`config.mk`:
```
export PLATFORM = sky130hd
export DESIGN_NAME = swpm_top
export DESIGN_NICKNAME = d
export VERILOG_FILES = /design/src/hw/swpm_pkg.sv /design/src/hw/swpm_top.sv
export VERILOG_INCLUDE_DIRS = /design/src /design/src/hw
export SDC_FILE = /design/constraint.sdc
export NUM_CORES = 1
export LEC_CHECK = 0
export ABC_AREA = 1
export BUFFER_PORTS_ARGS = -buffer_cell sky130_fd_sc_hd__buf_4
export CORE_UTILIZATION = 30
export CTS_CLUSTER_DIAMETER = 100
export DETAILED_ROUTE_END_ITERATION = 16
export PLACE_DENSITY = 0.57
export SYNTH_ARGS = -nofsm -noshare
export SYNTH_HDL_FRONTEND = slang
export SYNTH_SLANG_ARGS = --single-unit
```
`constraint.sdc`:
```
create_clock -name MCLK_IN -period 2.9 [get_ports MCLK_IN]
set_input_delay 0.435 -clock MCLK_IN [delete_from_list [all_inputs] [get_ports MCLK_IN]]
set_output_delay 0.435 -clock MCLK_IN [all_outputs]
set_load 0.02 [all_outputs]
```
`src/hw/swpm_cfg.svh`:
```
// constants of the sleep and wake power manager
`ifndef SWPM_CFG_SVH
`define SWPM_CFG_SVH
`define SWPM_LPO_DIV 305
`define SWPM_TIMER_W 16
`define SWPM_SYNC_N 4
`define SWPM_SI_WAKE 0
`define SWPM_SI_CTS 1
`define SWPM_SI_SEL 2
`define SWPM_SI_REG 3
`define SWPM_SYNC_RST 4'h7
`define SWPM_RF_PD_ALL 4'hF
`endif

```
`src/hw/swpm_pkg.sv`:
```
// types of the sleep and wake power manager
package swpm_pkg;
	typedef enum logic [1:0] {SWPM_ST_AWAKE, SWPM_ST_SLEEP, SWPM_ST_EVENT} swpm_state_e;
	typedef enum logic [1:0] {SWPM_TR_PIN, SWPM_TR_UART, SWPM_TR_SPI} swpm_transport_e;
	typedef struct packed {
		logic tx;
		logic rx;
		logic pll;
		logic pa;
	} swpm_rf_pd_s;
endpackage

```
`src/hw/swpm_top.sv`:
```
// sleep, wake, clock request and radio power-down control
`timescale 1ns/100ps
`include "swpm_cfg.svh"

// Operation
// - separate tx, rx, pll, pa power-down outputs
// - host request puts device to sleep
// - sleep timer on slow tick or host wakes
// - periodic session events wake, then resleep
// - transports idle asleep, wake accepted anytime
// - host wake during session keeps device awake
// - wake withdrawn lets device fall asleep
// - pin mode: wake input, host wake output
// - uart mode: cts wakes, rts wakes host
// - spi idle deselect long enough enters sleep
// - spi idle sleep enable and wait settable
// - spi select assertion wakes the device
// - spi interrupt wakes host for pending data
// - asserted wake input holds device awake
// - host wake output with selectable polarity
// - clock request while awake, polarity selectable
// - regulator restore reinitialises everything
module swpm_top import swpm_pkg::*; #(
	parameter int LPO_DIV = `SWPM_LPO_DIV,
	parameter int TW = `SWPM_TIMER_W
) (
	input wire logic MCLK_IN,
	input wire logic RST_N_IN,
	input wire logic REG_EN_IN,
	input wire swpm_transport_e TRANSPORT_SEL_IN,
	input wire logic SLEEP_REQ_IN,
	input wire logic TIMER_WAKE_EN_IN,
	input wire logic [TW-1:0] SLEEP_TIME_IN,
	input wire logic SESSION_EN_IN,
	input wire logic [TW-1:0] SESSION_PERIOD_IN,
	input wire logic EVENT_DONE_IN,
	input wire logic DEVICE_WAKE_REQUEST_IN,
	input wire logic DEVICE_WAKE_POL_IN,
	input wire logic UART_CTS_N_IN,
	input wire logic UART_RTS_FLOW_N_IN,
	input wire logic SERIAL_SELECT_N_IN,
	input wire logic SPI_IDLE_SLEEP_EN_IN,
	input wire logic [TW-1:0] SPI_IDLE_TIME_IN,
	input wire logic HOST_ATTN_IN,
	input wire logic HOST_WAKE_POL_IN,
	input wire logic CLOCK_REQUEST_POLARITY_SEL_IN,
	input wire swpm_rf_pd_s RF_ON_IN,
	output swpm_rf_pd_s RF_PD_OUT,
	output logic CLK_GATE_EN_OUT,
	output logic CLK_REQ_OUT,
	output logic HOST_WAKE_OUT,
	output logic UART_RTS_N_OUT,
	output logic SPI_INT_OUT,
	output logic AWAKE_OUT,
	output logic TRANSPORT_IDLE_OUT,
	output logic EVENT_DUE_OUT,
	output logic INIT_PULSE_OUT
);

	logic [`SWPM_SYNC_N-1:0] s1;
	logic [`SWPM_SYNC_N-1:0] s2;
	logic [`SWPM_SYNC_N-1:0] s3;
	logic [`SWPM_SYNC_N-1:0] filt;
	logic [`SWPM_SYNC_N-1:0] next_filt;
	logic [`SWPM_SYNC_N-1:0] raw;
	logic reg_ok;
	logic wake_req;
	logic [15:0] lpo_cnt;
	logic [15:0] next_lpo_cnt;
	logic lpo_tick;
	logic next_lpo_tick;
	logic [TW-1:0] sleep_cnt;
	logic [TW-1:0] next_sleep_cnt;
	logic [TW-1:0] sess_cnt;
	logic [TW-1:0] next_sess_cnt;
	logic [TW-1:0] idle_cnt;
	logic [TW-1:0] next_idle_cnt;
	logic event_due;
	logic next_event_due;
	logic timer_hit;
	logic idle_done;
	logic sleep_ok;
	swpm_state_e state;
	swpm_state_e next_state;
	logic reg_prev;
	logic next_awake;
	logic attn_pin;
	swpm_rf_pd_s next_rf_pd;
	logic next_clk_req;
	logic next_host_wake;
	logic next_rts_n;
	logic next_spi_int;

	assign raw = {REG_EN_IN, SERIAL_SELECT_N_IN, UART_CTS_N_IN, DEVICE_WAKE_REQUEST_IN};

	// a bit only moves when the second and third stage agree
	// three-stage input filter
	always_comb begin
		next_filt = ((s2 ~^ s3) & s3) | ((s2 ^ s3) & filt);
	end

	// first stage feeds only the second, to contain metastability
	always_ff @(posedge MCLK_IN or negedge RST_N_IN) begin
		if (!RST_N_IN) begin
			s1 <= `SWPM_SYNC_RST;
			s2 <= `SWPM_SYNC_RST;
			s3 <= `SWPM_SYNC_RST;
			filt <= `SWPM_SYNC_RST;
		end else begin
			s1 <= raw;
			s2 <= s1;
			s3 <= s2;
			filt <= next_filt;
		end
	end

	// regulator enable gates the whole block except the rts flow-control passthrough
	assign reg_ok = filt[`SWPM_SI_REG];

	// wake request taken from the selected transport
	always_comb begin
		case (TRANSPORT_SEL_IN)
			SWPM_TR_PIN: wake_req = DEVICE_WAKE_POL_IN ? filt[`SWPM_SI_WAKE] :
				!filt[`SWPM_SI_WAKE];
			SWPM_TR_UART: wake_req = !filt[`SWPM_SI_CTS];
			SWPM_TR_SPI: wake_req = !filt[`SWPM_SI_SEL];
			default: wake_req = 1'b0;
		endcase
	end

	// slow oscillator tick from a divider on the core clock
	// slow tick for sleep timers
	always_comb begin
		next_lpo_tick = 1'b0;
		next_lpo_cnt = lpo_cnt + 16'h0001;
		if (!reg_ok) begin
			next_lpo_cnt = 16'h0000;
		end else if (lpo_cnt == 16'(LPO_DIV - 1)) begin
			next_lpo_cnt = 16'h0000;
			next_lpo_tick = 1'b1;
		end
	end

	always_ff @(posedge MCLK_IN or negedge RST_N_IN) begin
		if (!RST_N_IN) begin
			lpo_cnt <= 16'h0000;
			lpo_tick <= 1'b0;
		end else begin
			lpo_cnt <= next_lpo_cnt;
			lpo_tick <= next_lpo_tick;
		end
	end

	assign timer_hit = TIMER_WAKE_EN_IN && (state == SWPM_ST_SLEEP) && (sleep_cnt == '0);
	assign idle_done = (idle_cnt == SPI_IDLE_TIME_IN);

	// sleep, session and idle timers, all counted in slow ticks
	always_comb begin
		next_sleep_cnt = sleep_cnt;
		next_sess_cnt = sess_cnt;
		next_idle_cnt = idle_cnt;
		next_event_due = 1'b0;
		// reloaded whenever awake, so each sleep gets the full time
		if (state != SWPM_ST_SLEEP) begin
			next_sleep_cnt = SLEEP_TIME_IN;
		end else if (lpo_tick && sleep_cnt != '0) begin
			next_sleep_cnt = sleep_cnt - 1'b1;
		end
		if (!SESSION_EN_IN) begin
			next_sess_cnt = '0;
		end else if (lpo_tick) begin
			if (sess_cnt >= TW'(SESSION_PERIOD_IN - 1'b1)) begin
				next_sess_cnt = '0;
				next_event_due = 1'b1;
			end else begin
				next_sess_cnt = sess_cnt + 1'b1;
			end
		end
		if (TRANSPORT_SEL_IN != SWPM_TR_SPI || !filt[`SWPM_SI_SEL] ||
			state == SWPM_ST_SLEEP) begin
			next_idle_cnt = '0;
		end else if (lpo_tick && !idle_done) begin
			next_idle_cnt = idle_cnt + 1'b1;
		end
		if (!reg_ok) begin
			next_sleep_cnt = '0;
			next_sess_cnt = '0;
			next_idle_cnt = '0;
			next_event_due = 1'b0;
		end
	end

	always_ff @(posedge MCLK_IN or negedge RST_N_IN) begin
		if (!RST_N_IN) begin
			sleep_cnt <= '0;
			sess_cnt <= '0;
			idle_cnt <= '0;
			event_due <= 1'b0;
		end else begin
			sleep_cnt <= next_sleep_cnt;
			sess_cnt <= next_sess_cnt;
			idle_cnt <= next_idle_cnt;
			event_due <= next_event_due;
		end
	end

	// sleep criteria per transport
	always_comb begin
		if (TRANSPORT_SEL_IN == SWPM_TR_SPI) begin
			sleep_ok = SPI_IDLE_SLEEP_EN_IN && idle_done;
		end else begin
			sleep_ok = SLEEP_REQ_IN && !wake_req;
		end
	end

	// power state machine
	always_comb begin
		next_state = state;
		case (state)
			SWPM_ST_AWAKE: begin
				if (sleep_ok) begin
					next_state = SWPM_ST_SLEEP;
				end
			end
			SWPM_ST_SLEEP: begin
				if (wake_req || timer_hit) begin
					next_state = SWPM_ST_AWAKE;
				end else if (event_due) begin
					next_state = SWPM_ST_EVENT;
				end
			end
			SWPM_ST_EVENT: begin
				if (wake_req) begin
					next_state = SWPM_ST_AWAKE;
				end else if (EVENT_DONE_IN) begin
					next_state = SWPM_ST_SLEEP;
				end
			end
			default: next_state = SWPM_ST_AWAKE;
		endcase
		if (!reg_ok) begin
			next_state = SWPM_ST_AWAKE;
		end
	end

	always_ff @(posedge MCLK_IN or negedge RST_N_IN) begin
		if (!RST_N_IN) begin
			state <= SWPM_ST_AWAKE;
		end else begin
			state <= next_state;
		end
	end

	// output values derived from the next state so they line up with it
	always_comb begin
		next_awake = reg_ok && (next_state != SWPM_ST_SLEEP);
		next_rf_pd = ~(RF_ON_IN & {4{next_awake}});
		next_clk_req = (next_awake == CLOCK_REQUEST_POLARITY_SEL_IN);
		attn_pin = reg_ok && HOST_ATTN_IN && (TRANSPORT_SEL_IN == SWPM_TR_PIN);
		next_host_wake = (attn_pin == HOST_WAKE_POL_IN);
		// rts low rouses a sleeping host
		next_rts_n = UART_RTS_FLOW_N_IN;
		if (TRANSPORT_SEL_IN == SWPM_TR_UART && reg_ok && HOST_ATTN_IN) begin
			next_rts_n = 1'b0;
		end
		next_spi_int = reg_ok && HOST_ATTN_IN && (TRANSPORT_SEL_IN == SWPM_TR_SPI);
	end

	// every output registered; reset levels are passive for active-low host wake and active-high clock request
	always_ff @(posedge MCLK_IN or negedge RST_N_IN) begin
		if (!RST_N_IN) begin
			RF_PD_OUT <= `SWPM_RF_PD_ALL;
			CLK_GATE_EN_OUT <= 1'b0;
			CLK_REQ_OUT <= 1'b0;
			HOST_WAKE_OUT <= 1'b1;
			UART_RTS_N_OUT <= 1'b1;
			SPI_INT_OUT <= 1'b0;
			AWAKE_OUT <= 1'b0;
			TRANSPORT_IDLE_OUT <= 1'b1;
			EVENT_DUE_OUT <= 1'b0;
			INIT_PULSE_OUT <= 1'b0;
			reg_prev <= 1'b0;
		end else begin
			RF_PD_OUT <= next_rf_pd;
			CLK_GATE_EN_OUT <= next_awake;
			CLK_REQ_OUT <= next_clk_req;
			HOST_WAKE_OUT <= next_host_wake;
			UART_RTS_N_OUT <= next_rts_n;
			SPI_INT_OUT <= next_spi_int;
			AWAKE_OUT <= next_awake;
			TRANSPORT_IDLE_OUT <= !next_awake;
			EVENT_DUE_OUT <= next_event_due;
			INIT_PULSE_OUT <= reg_ok && !reg_prev;
			reg_prev <= reg_ok;
		end
	end

	rf_pd_sleep_a: assert property (@(posedge MCLK_IN) disable iff (!RST_N_IN)
		(state == SWPM_ST_SLEEP) |-> (RF_PD_OUT == `SWPM_RF_PD_ALL))
		else $error("radio path powered while asleep");

	sleep_gate_a: assert property (@(posedge MCLK_IN) disable iff (!RST_N_IN)
		(state == SWPM_ST_SLEEP) |-> (!CLK_GATE_EN_OUT && TRANSPORT_IDLE_OUT))
		else $error("clocks or transport running while asleep");

	timer_wake_a: assert property (@(posedge MCLK_IN) disable iff (!RST_N_IN)
		(timer_hit && reg_ok) |=> (state == SWPM_ST_AWAKE))
		else $error("sleep timer did not wake device");

	event_cycle_a: assert property (@(posedge MCLK_IN) disable iff (!RST_N_IN)
		(state == SWPM_ST_EVENT && EVENT_DONE_IN && !wake_req && reg_ok)
		|=> (state == SWPM_ST_SLEEP))
		else $error("no return to sleep after event");

	host_wake_in_a: assert property (@(posedge MCLK_IN) disable iff (!RST_N_IN)
		(state != SWPM_ST_AWAKE && wake_req && reg_ok) |=> (state == SWPM_ST_AWAKE))
		else $error("host wake request ignored");

	stay_awake_a: assert property (@(posedge MCLK_IN) disable iff (!RST_N_IN)
		(state == SWPM_ST_AWAKE && wake_req && reg_ok &&
		TRANSPORT_SEL_IN != SWPM_TR_SPI) |=> (state == SWPM_ST_AWAKE))
		else $error("slept while wake held");

	fall_asleep_a: assert property (@(posedge MCLK_IN) disable iff (!RST_N_IN)
		(state == SWPM_ST_AWAKE && sleep_ok && reg_ok) |=>
		(state == SWPM_ST_SLEEP && !AWAKE_OUT))
		else $error("did not fall asleep");

	spi_select_a: assert property (@(posedge MCLK_IN) disable iff (!RST_N_IN)
		(state == SWPM_ST_SLEEP && TRANSPORT_SEL_IN == SWPM_TR_SPI &&
		!filt[`SWPM_SI_SEL] && reg_ok) |=> AWAKE_OUT)
		else $error("spi select did not wake device");

	clk_req_pol_a: assert property (@(posedge MCLK_IN) disable iff (!RST_N_IN)
		$past(reg_ok) |-> (CLK_REQ_OUT == (AWAKE_OUT == $past(CLOCK_REQUEST_POLARITY_SEL_IN))))
		else $error("clock request level wrong");

	reinit_a: assert property (@(posedge MCLK_IN) disable iff (!RST_N_IN)
		$rose(reg_ok) |=> (INIT_PULSE_OUT && state == SWPM_ST_AWAKE) ##1 !INIT_PULSE_OUT)
		else $error("no reinitialisation on power restore");

endmodule // swpm_top

```
==> impl_metrics.ini <==
[clocking]
cts_sinks = 96
root_buffer = clkbuf_16
insertion_delay_ps = 350
cts-resized-gates = 0
postCtsSetupRepairBufs = 0
htree_num_levels = 3
cts_buffer_depth = 2
clkTransAtPathRegs_ps = 70
ctsHoldBuffers = 0
cts_tree = done
cts-buffers-inserted = 9

[synth]
synthesis.instances = 792
yosys_warnings = 0
synth_cell_type_count = 47
synth_area_per_cell_um2 = 7.56
netlist_area_mm2 = 0.00599
async_flop_share = 1.00
synth_flop_cell = dfrtp_1
seq_area_frac_synth = 0.405
synth_edf_count = 0
syn-num-nets = 889
ys_ff_latch = 96

[drt]
avgViaCountPerCell = 4.51
first_pass_iters = 4
antenna_left = 0
vias = 5191
drtIter0Drc = 239
remaining_drc_errors = 0
wl_per_cell_um = 11.9
wl_um = 13700

[sta]
grt_setup_unrepaired = false
post-route-period-util = 0.864
worst_pin_slew_ps = 966
maxSlewViolCount = 0
fin_skew_ps = 12.8
finalHoldViolCount = 0
relSlewSlack = 0.352
fin_hold_ws_ps = 161
final.setup.worst_slack_ps = 393
setup_viol = 0
max_freq_mhz = 399
fin_crit_ps = 2510

[finish]
final_cell_area_mm2 = 0.00722
final_layout_size_suffix_gt1_frac = 0.182
syn_to_final_growth_pct = 20.6
n_antenna_cell = 0
fillers = 2096
instances_no_fill = 1150
nets = 977

[power]
power.leakage_nw = 3.41
vdd_drop_max_v = 0.000252
powerDensity_mw_per_mm2 = 441

[worst_setup_path]
worstPathArrival_ps = 2720
rrSetupSlack_ps = 810
worst_setup_path_end_kind = flop
rr_worst_depth = 11
cp_data_required_time_ps = 3120
crit_fanout = 17
critPathLaunchType = input pin
r2r-start = sleep_cnt[0]$_DFFE_PN0P_
crit_type = input pin to flop
regToRegEndpoint = sleep_cnt[9]$_DFFE_PN0P_

[placement]
dpl_worst_slack_ps = -7.38
hpwl_um = 10600
placed_cell_area_mm2 = 0.00692
place_congestion = 0.835
port_buffers = 82
dp_cells = 1134

[flow_run]
maxCapViolCount = 0

[floorplanning]
rows = 51
core_mm2 = 0.0195
die_h_um = 143
start_util = 0.307
pin_count = 83
dieArea_mm2 = 0.0205
die_w_um = 143

[global_routing]
antenna_found_initial = 0
gr-total-overflow = 0
grt_pass1_vias = 4957
grt_util_all_layers = 0.144
grt_first_pass_wirelength_um = 23400
grt_max_degree = 61

[status]
outcome = finished clean

[worst_hold_path]
hp-class = input pin to async pin
synth_stat cells (3+ instances only):
cell type  number  area [um^2]
nand2_1       181          679
o211ai_1        4         30.0
a21o_1          5         37.5
buf_2           4         20.0
buf_6           3         33.8
clkbuf_1        3         11.3
nand3_1        46          230
xnor2_1         8         70.1
a21oi_1        29          145
ha_1           27          338
o21ai_0        44          220
inv_2          13         48.8
dfstp_2        19          499
nor3_2          4         40.0
nor3_4          3         48.8
nand4_1        17          106
a31oi_1         3         18.8
nor2_1         82          308
nor2_2          7         43.8
inv_1         107          402
o21ai_1        19         95.1
dfrtp_1        77         1930
xor2_1         23          201
o22ai_1        13         81.3
nor3_1         19         95.1
nor4_1          3         18.8
state kept, by name, indices dropped and copies added (netlist names), 2 cells and up:
name	count
idle_cnt	16
sess_cnt	16
s1	4
filt	4
state	2
s3	4
RF_PD_OUT	4
lpo_cnt	16
sleep_cnt	16
s2	4
per-layer routing:
layer,up-vias,share of wire,track usage
li1,2759,-,-
met1,2337,0.50,0.196
met2,86,0.45,0.233
met3,9,0.041,0.0310
met4,0,0.0099,0.0370
met5,-,0,0
placed cells by master (no fill, tap or decap), types with 3 or more instances in the layout:
cell | Yosys | routed
a21o_1 | 5 | 5
a21oi_1 | 29 | 29
a31oi_1 | 3 | 3
buf_4 | 2 | 89
clkbuf_1 | 3 | 3
clkbuf_16 | 0 | 10
dfrtp_1 | 77 | 77
dfstp_2 | 19 | 19
ha_1 | 27 | 27
inv_1 | 107 | 107
inv_2 | 13 | 13
nand2_1 | 181 | 181
nand3_1 | 46 | 46
nand4_1 | 17 | 17
nor2_1 | 82 | 82
nor2_2 | 7 | 7
nor3_1 | 19 | 19
nor3_2 | 4 | 4
nor3_4 | 3 | 3
nor4_1 | 3 | 3
o211ai_1 | 4 | 4
o21ai_0 | 44 | 44
o21ai_1 | 19 | 19
o22ai_1 | 13 | 13
xnor2_1 | 8 | 8
xor2_1 | 23 | 23
layout make-up:
cell class	count	area, um^2	share of cell area
timing repair buffer	90	688	0.0953
clock buffer	15	289	0.0400
sequential	96	2430	0.336
multi-input combinational	563	3030	0.419
tap	265	332	0.0459
inverter	120	450	0.0624
clock inverter	1	8.76	0.00121
cell families after synthesis:
logic type | share of synthesized area
DFF | 0.405
adders and majority gates | 0.0564
xor gates and xnor gates | 0.0453
buffers and inverters | 0.0894
muxes | 0.00334
AOI/OAI and AO/OA | 0.116
and+or+nand+nor | 0.285
report_power, final:
part	leakage, nW	switching [mW]	internal, mW	total [mW]
combinational	2.02	0.330	0.218	0.548
clock	0.145	0.491	0.684	1.17
sequential	1.24	0.0465	1.42	1.47
worst max path at each step:
stage | startpoint | to | slack, ps | cells after the start
2_1_floorplan | SESSION_PERIOD_IN[1] | sess_cnt[6]$_DFFE_PN0P_ | 230 | 15
3_3_place_gp | SESSION_PERIOD_IN[1] | sess_cnt[6]$_DFFE_PN0P_ | 80 | 16
3_5_place_dp | SESSION_PERIOD_IN[1] | sess_cnt[4]$_DFFE_PN0P_ | -7 | 16
4_1_cts | SESSION_PERIOD_IN[1] | sess_cnt[8]$_DFFE_PN0P_ | 350 | 16
5_1_grt | SESSION_PERIOD_IN[1] | sess_cnt[13]$_DFFE_PN0P_ | 50 | 16
6_report | SESSION_PERIOD_IN[1] | sess_cnt[8]$_DFFE_PN0P_ | 390 | 16
critical path, stage by stage:
cell and delay, ps:
buf_4 110, or2_1 210, nor2_1 180, nand3b_2 140, nor3_4 200, nand3_1 120, xor2_1 160, ha_1 290
nand2_1 70, inv_1 50, nand3_1 70, nor3_1 210, nand3_1 100, nand3_1 140, buf_12 150, o21ai_0 80
through the flow:
step | total power, mW | TNS [ps] | utilization
global route | 3.38 | 0 | 0.370
CTS | 3.25 | 0 | 0.370
detailed placement | 2.05 | -18.4 | 0.355
global placement | 2.04 | 0 | 0.355
finish | 3.19 | 0 | 0.370
floorplan | 1.82 | 0 | -
Power figures use the tool's default switching activity.
